## src/verilog/thbp_pkg.sv

```systemverilog
// Package of constants and carrier types for the timer host bus port.
package thbp_pkg;
   localparam int unsigned BUS_W = 16;
   localparam int unsigned LOW_W = 8;
   localparam int unsigned GATE_N = 5;
   localparam int unsigned GATE_LSB = 8;
   localparam int unsigned HOLD_LSB = 13;
   localparam logic [2:0] HOLD_HIGH = 3'h7;
   localparam logic [1:0] SYNC_RESET = 2'h3;
   localparam logic [7:0] BYTE_ZERO = 8'h00;
   localparam logic [15:0] WORD_ZERO = 16'h0000;
   localparam logic [BUS_W-1:0] LOW_OE = 16'h00FF;
   localparam logic [BUS_W-1:0] ALL_OE = 16'hFFFF;

   // Internal-side write request that goes to the register file.
   typedef struct packed {
      logic valid;
      logic ctrl_port;
      logic [15:0] data;
   } thbp_wreq_s;

   // Synchronised host strobes and port select.
   typedef struct packed {
      logic cs_n;
      logic rd_n;
      logic wr_n;
      logic ctrl;
   } thbp_pins_s;
endpackage
```

## src/verilog/thbp_host_bus_port.sv

```systemverilog
// Host parallel bus port of the five-counter timing controller.
`timescale 1ns/100ps
module thbp_host_bus_port
(
   input wire logic core_clk_i,
   input wire logic reset_i,
   input wire logic chip_sel_n_i,
   input wire logic rd_n_i,
   input wire logic wr_n_i,
   input wire logic ctrl_data_sel_i,
   input wire logic [15:0] host_bus_lines_i,
   output logic [15:0] host_bus_lines_o,
   output logic [15:0] host_bus_lines_oe_o,
   input wire logic bus_width_bit_i,
   input wire logic [15:0] status_word_i,
   input wire logic [15:0] data_read_word_i,
   output logic [15:0] write_word_o,
   output logic write_ctrl_port_o,
   output logic write_strobe_o,
   output logic data_read_strobe_o,
   output logic [4:0] aux_gate_n_o,
   output logic por_pending_o
);

   // Host pins are asynchronous to core_clk_i. Every strobe, the port select and the bus
   // lines pass two flops, and a third copy of the strobes gives clean edges. A transfer
   // therefore lands about three cycles after the host moves a strobe. The host must keep
   // each strobe level for at least four cycles, or an edge can be missed. The output
   // enable is the one path that looks at the live pins, so that the lines float as soon
   // as the host lets go.
   // Whole module state in one record.
   typedef struct packed {
      logic [3:0] meta;
      thbp_pkg::thbp_pins_s pins;
      thbp_pkg::thbp_pins_s prev;
      logic [15:0] gate_meta;
      logic [15:0] bus_in;
      logic [4:0] aux;
      logic [15:0] rd_data;
      logic rd_active;
      logic rd_hi_byte;
      logic wr_hi_byte;
      logic [7:0] wr_low;
      logic [15:0] wr_data;
      logic wr_ctrl;
      logic wr_pulse;
      logic rd_pulse;
      logic por;
   } thbp_state_s;

   thbp_state_s st;
   thbp_state_s next_st;
   logic wide;
   logic wr_release;
   logic rd_begin;
   logic rd_finish;

   // Width is taken straight from the master configuration bit; reset of that bit lives
   // outside, so after reset the port is narrow.
   assign wide = bus_width_bit_i;

   // Edges compare the second synchroniser stage with a third copy, so nothing but the
   // second stage ever reads the first. This costs one cycle of latency per strobe, which
   // the host absorbs through its minimum strobe width.
   assign wr_release = st.prev.wr_n == 1'b0 && st.pins.wr_n == 1'b1 &&
                       st.prev.cs_n == 1'b0;
   assign rd_begin = st.prev.rd_n == 1'b1 && st.pins.rd_n == 1'b0 &&
                     st.pins.cs_n == 1'b0;
   // A read ends when either the strobe or the chip select lets go.
   assign rd_finish = st.rd_active && (st.pins.rd_n == 1'b1 || st.pins.cs_n == 1'b1);

   // Next-state logic for synchronisers, byte pairing and transfers.
   always_comb
   begin
      next_st = st;
      next_st.wr_pulse = 1'b0;
      next_st.rd_pulse = 1'b0;
      // Two-flop synchronisers on all host pins.
      next_st.meta = {chip_sel_n_i, rd_n_i, wr_n_i, ctrl_data_sel_i};
      next_st.pins = st.meta;
      next_st.prev = st.pins;
      next_st.gate_meta = host_bus_lines_i;
      next_st.bus_in = st.gate_meta;
      // Auxiliary gates sampled only in narrow mode; ones otherwise.
      next_st.aux = wide ? 5'h1F : st.bus_in[thbp_pkg::GATE_LSB +: thbp_pkg::GATE_N];
      // First chip select seen clears the power-on condition.
      if (st.pins.cs_n == 1'b0)
      begin
         next_st.por = 1'b0;
      end
      // Capture bus data while write and chip select are both low.
      if (st.pins.cs_n == 1'b0 && st.pins.wr_n == 1'b0)
      begin
         next_st.wr_ctrl = st.pins.ctrl;
         if (wide)
         begin
            next_st.wr_data = st.bus_in;
         end
         else if (st.pins.ctrl || !st.wr_hi_byte)
         begin
            next_st.wr_data = {8'h00, st.bus_in[7:0]};
         end
         else
         begin
            next_st.wr_data = {st.bus_in[7:0], st.wr_low};
         end
      end
      // Completion at write release; narrow data words pair low then high byte.
      if (wr_release)
      begin
         if (!wide && !st.wr_ctrl)
         begin
            if (!st.wr_hi_byte)
            begin
               next_st.wr_low = st.wr_data[7:0];
               next_st.wr_hi_byte = 1'b1;
            end
            else
            begin
               next_st.wr_hi_byte = 1'b0;
               next_st.wr_pulse = 1'b1;
            end
         end
         else
         begin
            next_st.wr_hi_byte = 1'b0;
            next_st.wr_pulse = 1'b1;
         end
      end
      // Read start latches source; read release advances byte order.
      if (rd_begin)
      begin
         next_st.rd_active = 1'b1;
         if (st.pins.ctrl)
         begin
            next_st.rd_data = status_word_i;
         end
         else if (!st.rd_hi_byte || wide)
         begin
            next_st.rd_data = data_read_word_i;
         end
      end
      if (rd_finish)
      begin
         next_st.rd_active = 1'b0;
         if (!wide && !st.pins.ctrl)
         begin
            next_st.rd_hi_byte = !st.rd_hi_byte;
            next_st.rd_pulse = st.rd_hi_byte;
         end
         else
         begin
            next_st.rd_pulse = !st.pins.ctrl;
         end
      end
      // A control write restarts byte pairing.
      if (next_st.wr_pulse && st.wr_ctrl)
      begin
         next_st.rd_hi_byte = 1'b0;
      end
   end

   // Register the state; everything restarts idle with gates off and the power-on condition set.
   always_ff @(posedge core_clk_i)
   begin
      if (reset_i)
      begin
         st <= '0;
         st.meta <= 4'hF;
         st.pins <= 4'hF;
         st.prev <= 4'hF;
         st.gate_meta <= thbp_pkg::ALL_OE;
         st.bus_in <= thbp_pkg::ALL_OE;
         st.aux <= 5'h1F;
         st.por <= 1'b1;
      end
      else
      begin
         st <= next_st;
      end
   end

   // Drive only while chip select and read are both low, live pins gate the enable so
   // the bus floats as soon as the host lets go.
   always_comb
   begin
      host_bus_lines_oe_o = thbp_pkg::WORD_ZERO;
      if (!chip_sel_n_i && !rd_n_i && wr_n_i)
      begin
         host_bus_lines_oe_o = wide ? thbp_pkg::ALL_OE : thbp_pkg::LOW_OE;
      end
   end

   // Narrow mode presents the low then high byte of each data word.
   assign host_bus_lines_o = wide ? st.rd_data :
      {thbp_pkg::BYTE_ZERO, (st.rd_hi_byte && !st.pins.ctrl) ? st.rd_data[15:8] :
      st.rd_data[7:0]};
   assign write_word_o = st.wr_data;
   assign write_ctrl_port_o = st.wr_ctrl;
   assign write_strobe_o = st.wr_pulse;
   assign data_read_strobe_o = st.rd_pulse;
   assign aux_gate_n_o = st.aux;
   assign por_pending_o = st.por;
endmodule // thbp_host_bus_port

```

## config.mk

```make
export PLATFORM = sky130hd
export DESIGN_NAME = thbp_host_bus_port
export DESIGN_NICKNAME = d
export VERILOG_FILES = /design/src/verilog/thbp_pkg.sv /design/src/verilog/thbp_host_bus_port.sv
export SDC_FILE = /design/constraint.sdc
export NUM_CORES = 1
export LEC_CHECK = 0
export ABC_AREA = 1
export ABC_CLOCK_PERIOD_IN_PS = 2700
export BUFFER_PORTS_ARGS = -buffer_cell sky130_fd_sc_hd__buf_2
export CORE_MARGIN = 5
export CORE_UTILIZATION = 40
export CTS_BUF_LIST = sky130_fd_sc_hd__clkbuf_16
export CTS_CLUSTER_DIAMETER = 40
export DETAILED_ROUTE_END_ITERATION = 8
export SLEW_MARGIN = 5
export SYNTH_ARGS = -nofsm -noshare
export SYNTH_HDL_FRONTEND = slang
export SYNTH_SLANG_ARGS = --single-unit
```

## constraint.sdc

```tcl
create_clock -name core_clk_i -period 2.7 [get_ports core_clk_i]
set_input_delay 0.54 -clock core_clk_i [delete_from_list [all_inputs] [get_ports core_clk_i]]
set_output_delay 0.54 -clock core_clk_i [all_outputs]
set_load 0.01 [all_outputs]
```

[Word-level counts from Yosys, hierarchy flattened]
Index checks and enable logic that the tools add are counted.
Word-level totals
  bits of input ports: 55
  bits in read-only memories: 0
  memory bits (writable): 0
  memories: 0
  flip-flop bits (word level): 95
  output and inout bits: 57
  logic and storage cells: 72
  latch bits: 0
Operators by class
  mux-type cells: 14
  div/mod/pow operators: 0
  multipliers: 0
  magnitude comparators: 0
  $add $sub $neg: 0
  shift operators: 0
  bitwise operators: 7
  eq/ne operators: 0
  reduce and logical (&&, ||, !) cells: 30
Operators with widths (number)
  $mux W16: 7
  $logic_and A1 B1 Y1: 12
  $mux W8: 1
  $reduce_or A2 Y1: 4
  $logic_not A1 Y1: 7
  $not A1 Y1: 7
  $mux W1: 6
  $reduce_and A2 Y1: 2
  $logic_or A1 B1 Y1: 3
  $reduce_and A3 Y1: 1
  $reduce_bool A2 Y1: 1

[Logic depth before layout (Yosys ltp)]
  depth after elaboration: 6
  mapped depth: 8
  depth with buffers taken out: 6

[Least setup slack after synthesis]
Ideal clock, no wire load.
  path type: input to output
  start: in bus_width_bit_i
  end: out host_bus_lines_oe_o[10]
  data arrival time: 1891 ps
  path slack: 269 ps
  stages: 4
  data required time: 2160 ps
  buffers on the path: 2
  cell sequence: buf_4 -> inv_2 -> nor4_1 -> buf_4
Between the ends
  cells in the longest elaborated chain, start to end: 2
Ends and longest elaborated chain
  start, declared: line thbp_host_bus_port.sv:14  | input wire logic bus_width_bit_i,
  $mux W16: line thbp_host_bus_port.sv:190  | host_bus_lines_oe_o = wide ? thbp_pkg::ALL_OE : thbp_pkg::LOW_OE;
  $mux W16: line thbp_host_bus_port.sv:188  | if (!chip_sel_n_i && !rd_n_i && wr_n_i)
  end, declared: line thbp_host_bus_port.sv:13  | output logic [15:0] host_bus_lines_oe_o,
No other way between the ends.

[Worst setup path in the final report]
  start: reg st (netlist bit next_st[84])
  end: out host_bus_lines_o[1]
Between the ends
  cells in the longest elaborated chain, start to end: 4
Ends and longest elaborated chain
  start, declared: line thbp_host_bus_port.sv:51  | thbp_state_s st;
  start signal, assigned: line thbp_host_bus_port.sv:179  | st <= next_st;
  $logic_not A1 Y1: line thbp_host_bus_port.sv:196  | {thbp_pkg::BYTE_ZERO, (st.rd_hi_byte && !st.pins.ctrl) ? st.rd_data[15:8] :
  $logic_and A1 B1 Y1: line thbp_host_bus_port.sv:196
  $mux W8: line thbp_host_bus_port.sv:196
  $mux W16: line thbp_host_bus_port.sv:195  | assign host_bus_lines_o = wide ? st.rd_data :
  end, declared: line thbp_host_bus_port.sv:12  | output logic [15:0] host_bus_lines_o,
No other way between the ends.

==> flow_summary.toml <==
[outcome]
status = "finished, final reports clean"

[critical_path]
crit_arrival_ns = 1.68
worstSetupEndpointType = "output pin"
start_kind = "flip-flop"
rr_worst_depth = 5
cp_max_fo = 25
r2r-start = "next_st[87]"
rrSetupSlack_ns = 0.99
worstReg2RegEnd = "write_word_o[7]"
worst_ep_required_time_ns = 2.16
critPathKind = "reg2out"

[floorplan]
io_pins = 112
die_h_um = 111.6
die_w_um = 111.6
dieArea_um2 = 12460
num_rows = 37
core_um2 = 10180
start_util = 0.4055

[timing]
setup-violations-final = 0
timing.hold.ws_ns = 0.3816
hold_viol_final = 0
tightest_slew_ns = 0.7875
drv_slew = 0
layout_worst_path_cycle_share = 0.8220
relSlewSlack = 0.4744
fin_crit_ns = 2.220
finalSetupTns_ns = 0
max_freq_ghz = 0.4505
setup_slack_ns = 0.4805
finClkSkew_ns = 0.005997
rsz0062_at_grt = "false"

[power]
seq_power_share = 0.505
vdd_drop_max_uv = 519.1
clkPwrFrac = 0.428
power.leakage_nw = 2.632
p_total_mw = 2.879
power_frac_comb = 0.067
power.density_nw_per_um2 = 600.5
sw_frac_of_total = 0.2225
p_sw_mw = 0.6404
power.internal_mw = 2.238

[synth]
seq_area_frac_synth = 0.4605
post-synth-top-area-cell = "dfxtp_1"
synth_cells = 573
avgSynthCellArea_um2 = 7.208
synth.top_cell.area_share = 0.4605
synth.net_count = 628
yosysUniqueCellTypes = 24
synth_area_leaders = "dfxtp_1 46%, nand2_1 11%, nor2_1 7.7%, inv_1 7.2%, buf_4 6.5%"
ys_ff_latch = 95
yosysWarnings = 0
syn_area_um2 = 4130

[clock_network]
clk_latency_ns = 0.34
clock-sinks = 95
cts_max_level = 3
cts_root_buffer = "clkbuf_16"
cts.clk_slew.worst_paths_ns = 0.06
tritoncts = "done"
hold_buffers = 0
numCtsBuffers = 9
clk_path_buf_depth = 2
cts_resized = 0
postCtsSetupRepairBufs = 0

[drt]
wl_um = 8784
vias_per_cell = 4.307
drc = 0
vias = 3372
antenna_left = 0
wl_per_cell_um = 11.22
drt_pre_antenna_iters = 4
drt_iter0_markers = 148

[finish]
post-route-util = 0.4706
area_growth_syn_to_layout_pct = 16.06
diodes = 0
fill_cells = 1062
nNetsFinal = 697
final_cell_mix = "121 x nand2_1, 111 x buf_2, 95 x dfxtp_1"
layout_commonest_cell = "nand2_1"
drive_above_1_share = 0.2875

[grt]
grt_pass1_vias = 3300
antenna_found_initial = 0
grt_pass1_wl_um = 14860
track_usage = 0.1441
overflow = 0
grt_start_max_net_pins = 39

[place]
io_buffers = 111
place_ws_ns = 0.4981
place_congestion = 0.7817
dp_hpwl_um = 6439

[hold_path]
hold_class = "in2reg"
holdPathEnd = "next_st[56]"
whs_path_depth = 2
hold_start = "host_bus_lines_i[4]"

[run]
maxCapViolations = 0
==> power by group through the flow <==
stage	sequential, mW	clock, mW	combinational, mW
after CTS	1.45	1.25	0.196
after detailed placement	1.49	0	0.195
after global placement	1.48	0	0.193
after floorplan	1.48	0	0.138
after global routing	1.46	1.33	0.222
final	1.45	1.23	0.193
==> registers in the layout (all words and copies together) (netlist names) <==
register,cells
st,46
next_st,24
write_word_o,16
aux_gate_n_o,5
data_read_strobe_o,1
por_pending_o,1
write_ctrl_port_o,1
write_strobe_o,1
==> routing by layer <==
| metal | wire length, µm | vias to the layer above | track usage |
|---|---|---|---|
| met4 | 114 | 0 | 0.04785 |
| met2 | 4066 | 103 | 0.2360 |
| li1 | - | 1811 | - |
| met3 | 523 | 12 | 0.03370 |
| met1 | 4079 | 1446 | 0.1877 |
| met5 | 0 | - | 0 |
==> critical path, stage by stage, from the launching register on <==
cell	delay, ns
dfxtp_1	0.33
nor2_4	0.30
nand2_4	0.24
inv_4	0.19
nand2_1	0.07
nand2_1	0.07
buf_2	0.13
==> cell type report <==
type | count | area, µm² | area share
sequential | 95 | 1902 | 0.3968
clock buffer | 9 | 225.2 | 0.04699
timing repair buffer | 117 | 600.6 | 0.1253
multi-input combinational | 336 | 1518 | 0.3166
tap | 136 | 170.2 | 0.03550
inverter | 83 | 314.1 | 0.06552
clock inverter | 7 | 63.81 | 0.01331
==> Yosys cell counts <==
cell type,number
clkbuf_1,6
a21oi_1,17
a211oi_1,1
buf_6,3
nand2_1,121
and3_1,1
inv_1,79
nor3_1,1
nor2_2,5
inv_2,3
buf_2,14
o21ai_1,1
or2_2,40
nand2_4,2
buf_4,36
nand2_2,1
nor3_2,1
inv_4,1
nor2_4,2
nand3_1,41
dfxtp_1,95
nor4_1,2
nor2_1,85
o21ai_0,15
==> how the worst max path moves through the flow <==
stage                          from                 endpoint  slack [ns]  depth (start not counted)
floorplan           bus_width_bit_i  host_bus_lines_oe_o[10]        0.27                          4
global placement    bus_width_bit_i      host_bus_lines_o[1]        0.52                          7
detailed placement  bus_width_bit_i      host_bus_lines_o[1]        0.50                          7
CTS                     next_st[84]      host_bus_lines_o[1]        0.47                          6
global route            next_st[84]      host_bus_lines_o[5]        0.36                          6
finish                  next_st[84]      host_bus_lines_o[1]        0.48                          6
==> cells by family after synthesis <==
kind of cell | Yosys count | synth area share
AO/OA/AOI/OAI | 34 | 0.04180
buffers and inverters | 142 | 0.1721
flip-flops | 95 | 0.4605
AND/OR/NAND/NOR | 302 | 0.3257
==> metrics by stage <==
step                      instances  area [µm²]
after floorplan                 573        4130
after global placement          767        4504
after detailed placement        767        4504
after CTS                       783        4793
after global routing            783        4793
final                           783        4793
Note: power is estimated with default switching activity, not from simulation.
